--- src/hw/dog_pkg.sv ---
package dog_pkg;

    // Register port geometry
    localparam int ADDR_W = 4;
    localparam int DATA_W = 8;

    // Register offsets
    localparam logic [ADDR_W-1:0] OFF_CONTROL    = 4'h0;
    localparam logic [ADDR_W-1:0] OFF_RST_STATUS = 4'h1;
    localparam logic [ADDR_W-1:0] OFF_IRQ_STATUS = 4'h2;
    localparam logic [ADDR_W-1:0] OFF_IRQ_CLEAR  = 4'h3;
    localparam logic [ADDR_W-1:0] OFF_IRQ_ENABLE = 4'h4;

    // Control register field positions
    localparam int POS_SEL_LO = 0;
    localparam int POS_SEL_HI = 2;
    localparam int POS_ENABLE = 3;
    localparam int POS_UNLOCK = 4;

    // Reset status register: position of the watchdog reset flag
    localparam int POS_DOG_FLAG = 3;

    // Interrupt status bits
    localparam int IRQ_W          = 2;
    localparam int IRQ_POS_EXPIRE = 0;
    localparam int IRQ_POS_OFF    = 1;

    // Reset values
    localparam logic [IRQ_W-1:0] IRQ_RESET = 2'h0;

    // Timing
    localparam longint CLK_FREQ_HZ   = 100_000_000;
    localparam longint OSC_FREQ_HZ   = 1_000_000;
    localparam int     OSC_DIV       = int'(CLK_FREQ_HZ / OSC_FREQ_HZ);
    localparam int     OSC_DIV_W     = 7;
    localparam int     UNLOCK_CYCLES = 4;
    localparam int     UNLOCK_W      = 3;
    localparam int     TIMEOUT_BASE  = 16_384;
    localparam int     SEL_MAX       = 7;
    localparam int     CNT_W         = 22;

    typedef struct packed {
        logic       turn_off_unlock;
        logic       dog_enable_bit;
        logic [2:0] timeout_select;
    } ctrl_t;

    localparam ctrl_t CTRL_RESET = '0;

endpackage

--- src/hw/dog_period_counter.sv ---
module dog_period_counter
    import dog_pkg::*;
#(
    parameter int BASE = TIMEOUT_BASE
)
(
    input  wire logic       clk,
    input  wire logic       rst_n,
    input  wire logic       clear,
    input  wire logic       tick,
    input  wire logic       run,
    input  wire logic [2:0] sel,
    output logic            expire
);

    logic [CNT_W-1:0] count_r;
    logic [CNT_W-1:0] last;

    // Period doubles per select code
    assign last = CNT_W'(BASE) << sel;

    always_ff @(posedge clk) begin
        if (!rst_n || clear || !run) begin
            count_r <= '0;
            expire  <= 1'b0;
        // Compare with >= so that shrinking the period mid-count expires on the
        // next tick instead of running on until the counter wraps.
        end else if (tick && (count_r >= last - CNT_W'(1))) begin
            count_r <= '0;
            expire  <= 1'b1;
        end else begin
            if (tick) begin
                count_r <= count_r + CNT_W'(1);
            end
            expire <= 1'b0;
        end
    end

endmodule

--- src/hw/dog_unlock_window.sv ---
module dog_unlock_window
    import dog_pkg::*;
(
    input  wire logic clk,
    input  wire logic rst_n,
    input  wire logic clear,
    input  wire logic open,
    output logic      active
);

    logic [UNLOCK_W-1:0] left_r;

    always_ff @(posedge clk) begin
        if (!rst_n || clear) begin
            left_r <= '0;
        end else if (open) begin
            left_r <= UNLOCK_W'(UNLOCK_CYCLES);
        end else if (left_r != '0) begin
            left_r <= left_r - UNLOCK_W'(1);
        end
    end

    assign active = (left_r != '0);

endmodule

--- src/hw/watchdog_timeout_reset.sv ---
// Functional notes
// - Watchdog counter advances on a 1 MHz oscillator tick, not the core clock.
// - The kick instruction restarts the watchdog counter from zero.
// - Counter is cleared while the watchdog is disabled and on any chip reset.
// - Enabled watchdog reaching its period without a kick resets the device.
// - Control register bits 7 to 5 always read zero.
// - Enable bit set by writing one; cleared by a chip reset, or by a write only while the unlock bit is one.
// - Unlock bit clears itself four clock cycles after being written one.
// - Select code 0 gives 16384 oscillator cycles, doubling up to 2097152.
// - All implemented control bits reset to zero: disabled, shortest period.
// - Timeout emits a reset pulse exactly one core clock cycle long.
// - Watchdog reset sets a flag cleared only by power-on reset or writing zero.
//
// The placing of the registers and the address-and-strobe port were decided locally.
module watchdog_timeout_reset
    import dog_pkg::*;
#(
    parameter int TIMEOUT_CYCLES = TIMEOUT_BASE
)
(
    input  wire logic              clk,
    input  wire logic              rst_n,
    input  wire logic              chip_reset,
    input  wire logic              kick_instruction,
    input  wire logic [ADDR_W-1:0] addr,
    input  wire logic [DATA_W-1:0] wdata,
    input  wire logic              wr_en,
    input  wire logic              rd_en,
    output logic      [DATA_W-1:0] rdata,
    output logic                   dog_reset_pulse,
    output logic                   dog_enabled,
    output logic                   irq
);

    ctrl_t                ctrl_view;
    logic                 enable_r;
    logic [2:0]           select_r;
    logic                 unlock_active;
    logic                 ctrl_wr;
    logic                 rst_status_wr;
    logic                 irq_clear_wr;
    logic                 irq_enable_wr;
    logic                 unlock_open;
    logic                 osc_wrap;
    logic                 wr_unlock;
    logic                 wr_enable;
    logic [2:0]           wr_select;
    logic                 disable_now;
    logic [OSC_DIV_W-1:0] osc_div_r;
    logic                 osc_tick_r;
    logic                 expire;
    logic                 pulse_r;
    logic                 dog_flag_r;
    logic [IRQ_W-1:0]     irq_status_r;
    logic [IRQ_W-1:0]     irq_enable_r;
    logic [IRQ_W-1:0]     irq_set;
    logic [IRQ_W-1:0]     irq_clr;
    logic [DATA_W-1:0]    rdata_r;
    logic [DATA_W-1:0]    read_val;

    // Write decode
    assign ctrl_wr       = wr_en && (addr == OFF_CONTROL);
    assign rst_status_wr = wr_en && (addr == OFF_RST_STATUS);
    assign irq_clear_wr  = wr_en && (addr == OFF_IRQ_CLEAR);
    assign irq_enable_wr = wr_en && (addr == OFF_IRQ_ENABLE);
    assign wr_unlock     = wdata[POS_UNLOCK];
    assign wr_enable     = wdata[POS_ENABLE];
    assign wr_select     = wdata[POS_SEL_HI:POS_SEL_LO];

    // Disable only when the window was already open before this write; the
    // write that opens the window can never also stop the dog.
    assign disable_now = ctrl_wr && !wr_enable && unlock_active && enable_r;

    // Any control write with the unlock bit set (re)opens the window, even
    // without the enable bit, so a second unlock buys four more cycles.
    assign unlock_open = ctrl_wr && wr_unlock;

    // Oscillator stand-in: a 1 MHz tick divided from the core clock. Keeping it
    // in the core domain means kick, enable, select and the timeout all share
    // one clock, so nothing can tear across a boundary.
    assign osc_wrap = (osc_div_r == OSC_DIV_W'(OSC_DIV - 1));

    // Free-running from power-on reset only: a chip reset must not shift the
    // tick phase, just as it would not stop a separate oscillator.
    always_ff @(posedge clk) begin
        if (!rst_n) begin
            osc_div_r <= '0;
        end else if (osc_wrap) begin
            osc_div_r <= '0;
        end else begin
            osc_div_r <= osc_div_r + OSC_DIV_W'(1);
        end
    end

    // One tick per oscillator period, one core cycle wide
    always_ff @(posedge clk) begin
        if (!rst_n) begin
            osc_tick_r <= 1'h0;
        end else begin
            osc_tick_r <= osc_wrap;
        end
    end

    // Unlock window
    dog_unlock_window u_unlock (
        .clk    (clk),
        .rst_n  (rst_n),
        .clear  (chip_reset),
        .open   (unlock_open),
        .active (unlock_active)
    );

    // Enable bit: set by any write of one, cleared only through the window.
    // A chip reset also drops it, which in turn clears the period counter.
    always_ff @(posedge clk) begin
        if (!rst_n || chip_reset) begin
            enable_r <= CTRL_RESET.dog_enable_bit;
        end else if (ctrl_wr && wr_enable) begin
            enable_r <= 1'h1;
        end else if (disable_now) begin
            enable_r <= 1'h0;
        end
    end

    // Select field: accepted at any time. A period shorter than the count
    // already reached expires on the next tick, so kick after changing it.
    always_ff @(posedge clk) begin
        if (!rst_n || chip_reset) begin
            select_r <= CTRL_RESET.timeout_select;
        end else if (ctrl_wr) begin
            select_r <= wr_select;
        end
    end

    // Register view of the control fields; the unlock bit lives in the window counter
    always_comb begin
        ctrl_view                 = CTRL_RESET;
        ctrl_view.turn_off_unlock = unlock_active;
        ctrl_view.dog_enable_bit  = enable_r;
        ctrl_view.timeout_select  = select_r;
    end

    // Period counter: restarted by kick, disable or chip reset
    dog_period_counter #(
        .BASE (TIMEOUT_CYCLES)
    ) u_period (
        .clk    (clk),
        .rst_n  (rst_n),
        .clear  (kick_instruction || chip_reset),
        .tick   (osc_tick_r),
        .run    (ctrl_view.dog_enable_bit),
        .sel    (ctrl_view.timeout_select),
        .expire (expire)
    );

    // One-cycle reset request; the counter restarts after it, so a second pulse
    // needs a full period even if the system ignores the first one.
    always_ff @(posedge clk) begin
        if (!rst_n) begin
            pulse_r <= 1'b0;
        end else begin
            pulse_r <= expire && !kick_instruction && !chip_reset;
        end
    end

    assign dog_reset_pulse = pulse_r;
    assign dog_enabled     = ctrl_view.dog_enable_bit;

    // Reset status flag survives chip resets; only power-on or software clears it
    always_ff @(posedge clk) begin
        if (!rst_n) begin
            dog_flag_r <= 1'b0;
        end else if (pulse_r) begin
            dog_flag_r <= 1'b1;
        end else if (rst_status_wr && !wdata[POS_DOG_FLAG]) begin
            dog_flag_r <= 1'b0;
        end
    end

    // Interrupt events
    always_comb begin
        irq_set                 = '0;
        irq_set[IRQ_POS_EXPIRE] = pulse_r;
        irq_set[IRQ_POS_OFF]    = disable_now;
        irq_clr                 = '0;
        if (irq_clear_wr) begin
            irq_clr = wdata[IRQ_W-1:0];
        end
    end

    // Sticky status, one bit per event; set wins over a clear in the same
    // cycle so an event that lands on the clear write is never lost.
    for (genvar i = 0; i < IRQ_W; i++) begin : g_irq_bit
        always_ff @(posedge clk) begin
            if (!rst_n) begin
                irq_status_r[i] <= IRQ_RESET[i];
            end else if (irq_set[i]) begin
                irq_status_r[i] <= 1'h1;
            end else if (irq_clr[i]) begin
                irq_status_r[i] <= 1'h0;
            end
        end
    end

    always_ff @(posedge clk) begin
        if (!rst_n) begin
            irq_enable_r <= IRQ_RESET;
        end else if (irq_enable_wr) begin
            irq_enable_r <= wdata[IRQ_W-1:0];
        end
    end

    assign irq = |(irq_status_r & irq_enable_r);

    // Read mux; unmapped and write-only offsets read zero
    always_comb begin
        read_val = '0;
        unique case (addr)
            OFF_CONTROL: begin
                read_val[POS_UNLOCK]            = ctrl_view.turn_off_unlock;
                read_val[POS_ENABLE]            = ctrl_view.dog_enable_bit;
                read_val[POS_SEL_HI:POS_SEL_LO] = ctrl_view.timeout_select;
            end
            OFF_RST_STATUS: begin
                read_val[POS_DOG_FLAG] = dog_flag_r;
            end
            OFF_IRQ_STATUS: begin
                read_val[IRQ_W-1:0] = irq_status_r;
            end
            OFF_IRQ_ENABLE: begin
                read_val[IRQ_W-1:0] = irq_enable_r;
            end
            default: begin
                read_val = '0;
            end
        endcase
    end

    always_ff @(posedge clk) begin
        if (!rst_n) begin
            rdata_r <= '0;
        end else if (rd_en) begin
            rdata_r <= read_val;
        end else begin
            rdata_r <= '0;
        end
    end

    assign rdata = rdata_r;

endmodule
--- config.mk ---
export PLATFORM = sky130hd
export DESIGN_NAME = watchdog_timeout_reset
export DESIGN_NICKNAME = d
export VERILOG_FILES = /design/src/hw/dog_pkg.sv /design/src/hw/dog_period_counter.sv /design/src/hw/dog_unlock_window.sv /design/src/hw/watchdog_timeout_reset.sv
export SDC_FILE = /design/constraint.sdc
export NUM_CORES = 1
export LEC_CHECK = 0
export BUFFER_PORTS_ARGS = -buffer_cell sky130_fd_sc_hd__buf_2
export CAP_MARGIN = 20
export CORE_MARGIN = 2
export CORE_UTILIZATION = 34
export DETAILED_ROUTE_END_ITERATION = 8
export PLACE_DENSITY = 0.6
export SLEW_MARGIN = 20
export SYNTH_ARGS = -nofsm -noshare
export SYNTH_HDL_FRONTEND = slang
export SYNTH_SLANG_ARGS = --single-unit
--- constraint.sdc ---
create_clock -name clk -period 2.5 [get_ports clk]
set_input_delay 0.5 -clock clk [delete_from_list [all_inputs] [get_ports clk]]
set_output_delay 0.5 -clock clk [all_outputs]
set_load 0.02 [all_outputs]
# [Yosys cells after proc, flatten, opt, wreduce, memory -nomap -nowiden]
# Index checks and enable logic that the tools add are counted.
[classes] addsub=4 magnitude_cmp=1 n_eq_ne=5 shifts=1 muxes=14 bitwise_logic=2 reduce_logical=35
[op_table] op="adder 22 x 1 -> 22 bit (second input constant)" n=1
[op_table] op=">= comparator 22 bit" n=1
[op_table] op="<< shifter 15 x 3 -> 22 bit (first input constant)" n=1
[op_table] op="subtractor 22 x 1 -> 22 bit (second input constant)" n=1
[op_table] op="logical AND 1 bit" n=13
[op_table] op="nonzero test 2 bit" n=5
[op_table] op="2-to-1 mux 1 bit" n=9
[op_table] op="== test 4 x 2 -> 1 bit (second input constant)" n=2
[op_table] op="OR reduction 2 bit" n=4
[op_table] op="adder 7 x 1 -> 7 bit (second input constant)" n=1
[op_table] op="== test 7 bit (second input constant)" n=1
[op_table] op="2-to-1 mux 3 bit" n=2
[op_table] op="one-hot mux 2 bit (3 select lines)" n=1
[op_table] op="zero test 1 bit" n=5
[op_table] op="== test 4 x 1 -> 1 bit (second input constant)" n=1
[op_table] op="== test 4 x 3 -> 1 bit (second input constant)" n=1
[op_table] op="zero test 4 bit" n=1
[op_table] op="logical OR 1 bit" n=4
[op_table] op="AND reduction 3 bit" n=1
[op_table] op="nonzero test 3 bit" n=1
[op_table] op="subtractor 3 x 1 -> 3 bit (second input constant)" n=1
[op_table] op="AND 2 bit" n=1
[op_table] op="2-to-1 mux 2 bit" n=1
[op_table] op="one-hot mux 1 bit (2 select lines)" n=1
[op_table] op="2 further kinds" n=2
[word_totals] reg_bits=52 out_inout_bits=11 wordCells=78

# [Depth between registers and ports, before layout]
[depth] ltp_word=7 ltp_mapped=8 ltp_nobuf=6

# [Modules after synthesis]
# From an unflattened synthesis, not the netlist that was laid out.
[unflattened] hier_cells=277 area_unflattened_um2=2533.7
[by_module_without_submodules] module="dog_period_counter" n_inst=1 cells_per_inst=149 area_per_inst_um2=1340.0
[by_module_without_submodules] module="watchdog_timeout_reset" n_inst=1 cells_per_inst=108 area_per_inst_um2=1012.2
[by_module_without_submodules] module="dog_unlock_window" n_inst=1 cells_per_inst=20 area_per_inst_um2=181.4

# [Worst setup path after synthesis]
# No wires, ideal clock.
[synth_timing] path_kind="register to register" start="reg select_r[2]" end="reg u_period.count_r[16]" arrival_time_ps=1950 slack_ps=464 stages_incl_launch_ff=9 n_path_buf=2 path_cell_list="dfxtp_1 > clkbuf_1 > nand2_1 > ha_1 > a21o_1 > a221o_1 > a32o_1 > clkbuf_1 > a211oi_1"
[synth_via] elab_chain_len=5
[synth_lines] element="start: declaration" line_no="watchdog_timeout_reset.sv:37" text="logic [2:0] select_r;"
[synth_lines] element="start signal: assignment" line_no="watchdog_timeout_reset.sv:129" text="select_r <= CTRL_RESET.timeout_select;"
[synth_lines] element="start signal: assignment" line_no="watchdog_timeout_reset.sv:131" text="select_r <= wr_select;"
[synth_lines] element="<< shifter 15 x 3 -> 22 bit" line_no="dog_period_counter.sv:20" text="assign last = CNT_W'(BASE) << sel;"
[synth_lines] element="subtractor 22 x 1 -> 22 bit" line_no="dog_period_counter.sv:28" text="end else if (tick && (count_r >= last - CNT_W'(1))) begin"
[synth_lines] element=">= comparator 22 bit" line_no="dog_period_counter.sv:28"
[synth_lines] element="logical AND 1 bit" line_no="dog_period_counter.sv:28"
[synth_lines] element="OR reduction 2 bit (no line)"
[synth_lines] element="end signal: assignment" line_no="dog_period_counter.sv:33" text="count_r <= count_r + CNT_W'(1);"
[synth_lines] element="end: declaration" line_no="dog_period_counter.sv:16" text="logic [CNT_W-1:0] count_r;"
# Every way passes these cells.
# A chain may end at the register's enable or synchronous reset.

# [Final worst setup path]
[layout_timing] start="reg select_r[1]" end="reg u_period.count_r[15]"
# The elaborated chain is that of the path after synthesis.

==> reports/summary.txt <==
DIE AREA: 7850 um^2
Antenna Cells: 0
Final min period: 2.083 ns
area grow syn2layout: 12.03%
worst setup path start: select_r[1]
crit path max fanout: 23
routed via count: 1983
CORE AREA: 6869 um^2
MaxCap Viol Count: 0
Max Freq: 480.1 MHz
crit end category: flop
final slew viol count: 0
Clock transition at path regs: 0.09 ns
Post-Place Setup Slack: 0.4377 ns
CTS tree: done
Final Hold Viols: 0
initial core utilization: 35.43%
post-synthesis cell area: 2434 um^2
Layout Utilization: 39.69%
Critical Path RT: 2.72 ns
Netlist cell types: 45
placed cell area: 2631 um^2
WL final: 4937 um
CP delay by family, top: compound AO/OA/AOI/OAI gates
crit-path cells: nand2_1 -> ha_1 -> a21o_1 -> a221o_1 -> a32o_1 -> buf_4 -> a211oi_1
Setup TNS: 0 ns
final setup skew: 0.007295 ns
design area: 2726 um^2
vias per cell: 5.137
register area share after synthesis: 40.31%
fillers: 697
max incr delay on CP: 0.47 ns
die width: 88.60 um
Max VDD drop: 0.2880 mV
total global routing overflow: 0
Tcrit/Tclk final: 83.31%
H-tree depth: 2
commonest non-fill, non-tap cell in the layout: dfxtp_1
# nets final: 319
Residual DRC: 0
Ys Warns: 0
most frequent cells in the layout: 49 x dfxtp_1, 25 x nor2_1, 22 x buf_2
Resized cells post-CTS: 0
Syn Inst Count: 269
r2r startpoint: select_r[1]
worst hold slack: 0.3844 ns
PortBufs: 22
Ports: 29
RSZ-0062 raised after global routing: false
arrival time at the worst endpoint: 2.30 ns
worst min path class: primary input to flop
vias in the first global route: 1837
dpl hpwl: 3504 um
RePlAce Congestion: 0.7885
CP Buf/Inv Count: 1
Worst Slack Setup Final: 0.4173 ns
number of synthesized register bits: 49
postcts setup bufs: 0
initial antenna violation count: 0
Initial DRT Pass Iterations: 4
largest net degree at the start of global routing: 24
CTS Sinks: 49
TritonCTS buffer count: 5
die height: 88.60 um
status: finished, final reports clean
Setup CP Type: flop to flop
Synth Area per Inst: 9.047 um^2
leakage: 0.9842 nW
Core Rows: 30
clock latency on the worst-skew pair: 0.30 ns
1st-iter DRT viols: 67
CTS max path bufs: 2
Final ANT Viol Nets: 0
hold_buf cts: 0
GRT Resource Usage Total: 13.18%
hold wc startpoint: wdata[4]
first-pass GRT wire length: 8245 um
CTS root buffer: clkbuf_8
Avg WL per Cell: 12.79 um
CP max-delay cell: dfxtp_1
final setup fails: 0
critical path startpoint category: flop
layout cells sized above 1: 14.48%
pwr dens: 487.8 nW/um^2
layer usage:
layer,vias up,global-route usage [%],share of wire [%]
met1,918,17.47,50
met5,-,0,0
met4,0,3.719,0.57
met3,4,2.985,5.0
li1,1015,-,-
met2,46,21.60,44
cell type report:
| cell class | count | area [um^2] | area share, % |
|---|---|---|---|
| sequential | 49 | 980.9 | 35.98 |
| timing repair buffer | 25 | 132.6 | 4.865 |
| tap | 96 | 120.1 | 4.406 |
| clock buffer | 5 | 68.82 | 2.524 |
| inverter | 6 | 22.52 | 0.8261 |
| multi-input combinational | 202 | 1375 | 50.44 |
| clock inverter | 3 | 26.28 | 0.9637 |
flip-flops by register name, indices dropped and copies added (netlist names), 2 cells and up:
register / cells
irq_enable_r: 2
select_r: 3
irq_status_r: 2
u_unlock.left_r: 3
rdata: 5
osc_div_r: 7
u_period.count_r: 22
Yosys cell counts (all sizes together):
cell / number / area [um^2]
nand2b: 2 / 12.51
and4: 3 / 26.28
conb: 2 / 7.510
o41ai: 1 / 8.760
clkbuf: 8 / 30.03
and2: 1 / 6.260
o31ai: 4 / 30.03
a22o: 1 / 8.760
a21o: 1 / 7.510
dfxtp: 49 / 980.9
nand4b: 1 / 8.760
a32oi: 1 / 8.760
nor3b: 4 / 30.03
nand2: 14 / 52.55
nand4: 11 / 105.1
nor2: 25 / 93.84
buf: 6 / 37.53
o21a: 1 / 7.510
or4: 4 / 33.78
a22oi: 1 / 7.510
xnor2: 11 / 96.34
or2: 1 / 6.260
or3: 3 / 18.77
inv: 6 / 22.52
nor4: 6 / 37.54
nand3: 13 / 65.06
a211oi: 8 / 65.06
o21ai: 6 / 30.03
ha: 12 / 150.1
xor2: 9 / 78.83
nor4b: 2 / 17.52
or4b: 1 / 10.01
a32o: 1 / 10.01
mux2i: 10 / 100.1
and3: 10 / 63.81
nor2b: 2 / 12.51
nor3: 19 / 95.09
a221o: 1 / 10.01
a21oi: 8 / 40.04
where the power goes:
part	internal [mW]	total [mW]	switching (mW)	leakage, nW
logic	0.0214	0.0559	0.0346	0.547
registers	0.785	0.790	0.00415	0.395
clock network	0.204	0.484	0.281	0.0423
path summary, 6_finish.rpt:
kind	end	slack [ns]	depth (start not counted)
min reg2reg	osc_div_r[0]	0.46	1
max reg2reg	u_period.count_r[15]	0.42	7
min	u_unlock.left_r[0]	0.38	2
max	u_period.count_r[15]	0.42	7
cell families after synthesis:
| family | synth area share [%] |
|---|---|
| mux | 4.113 |
| buf+inv | 3.702 |
| simple gates | 28.59 |
| other cells | 0.3086 |
| flops | 40.31 |
| fa+ha+maj | 6.170 |
| xor+xnor | 7.198 |
| compound gates | 9.615 |
through the flow:
step	cells	total power, mW
finish	386	1.330
global route	386	1.384
CTS	386	1.351
detailed placement	378	0.8629
global placement	378	0.8623
floorplan	271	0.8449
Note: power is estimated with default switching activity, not from simulation.
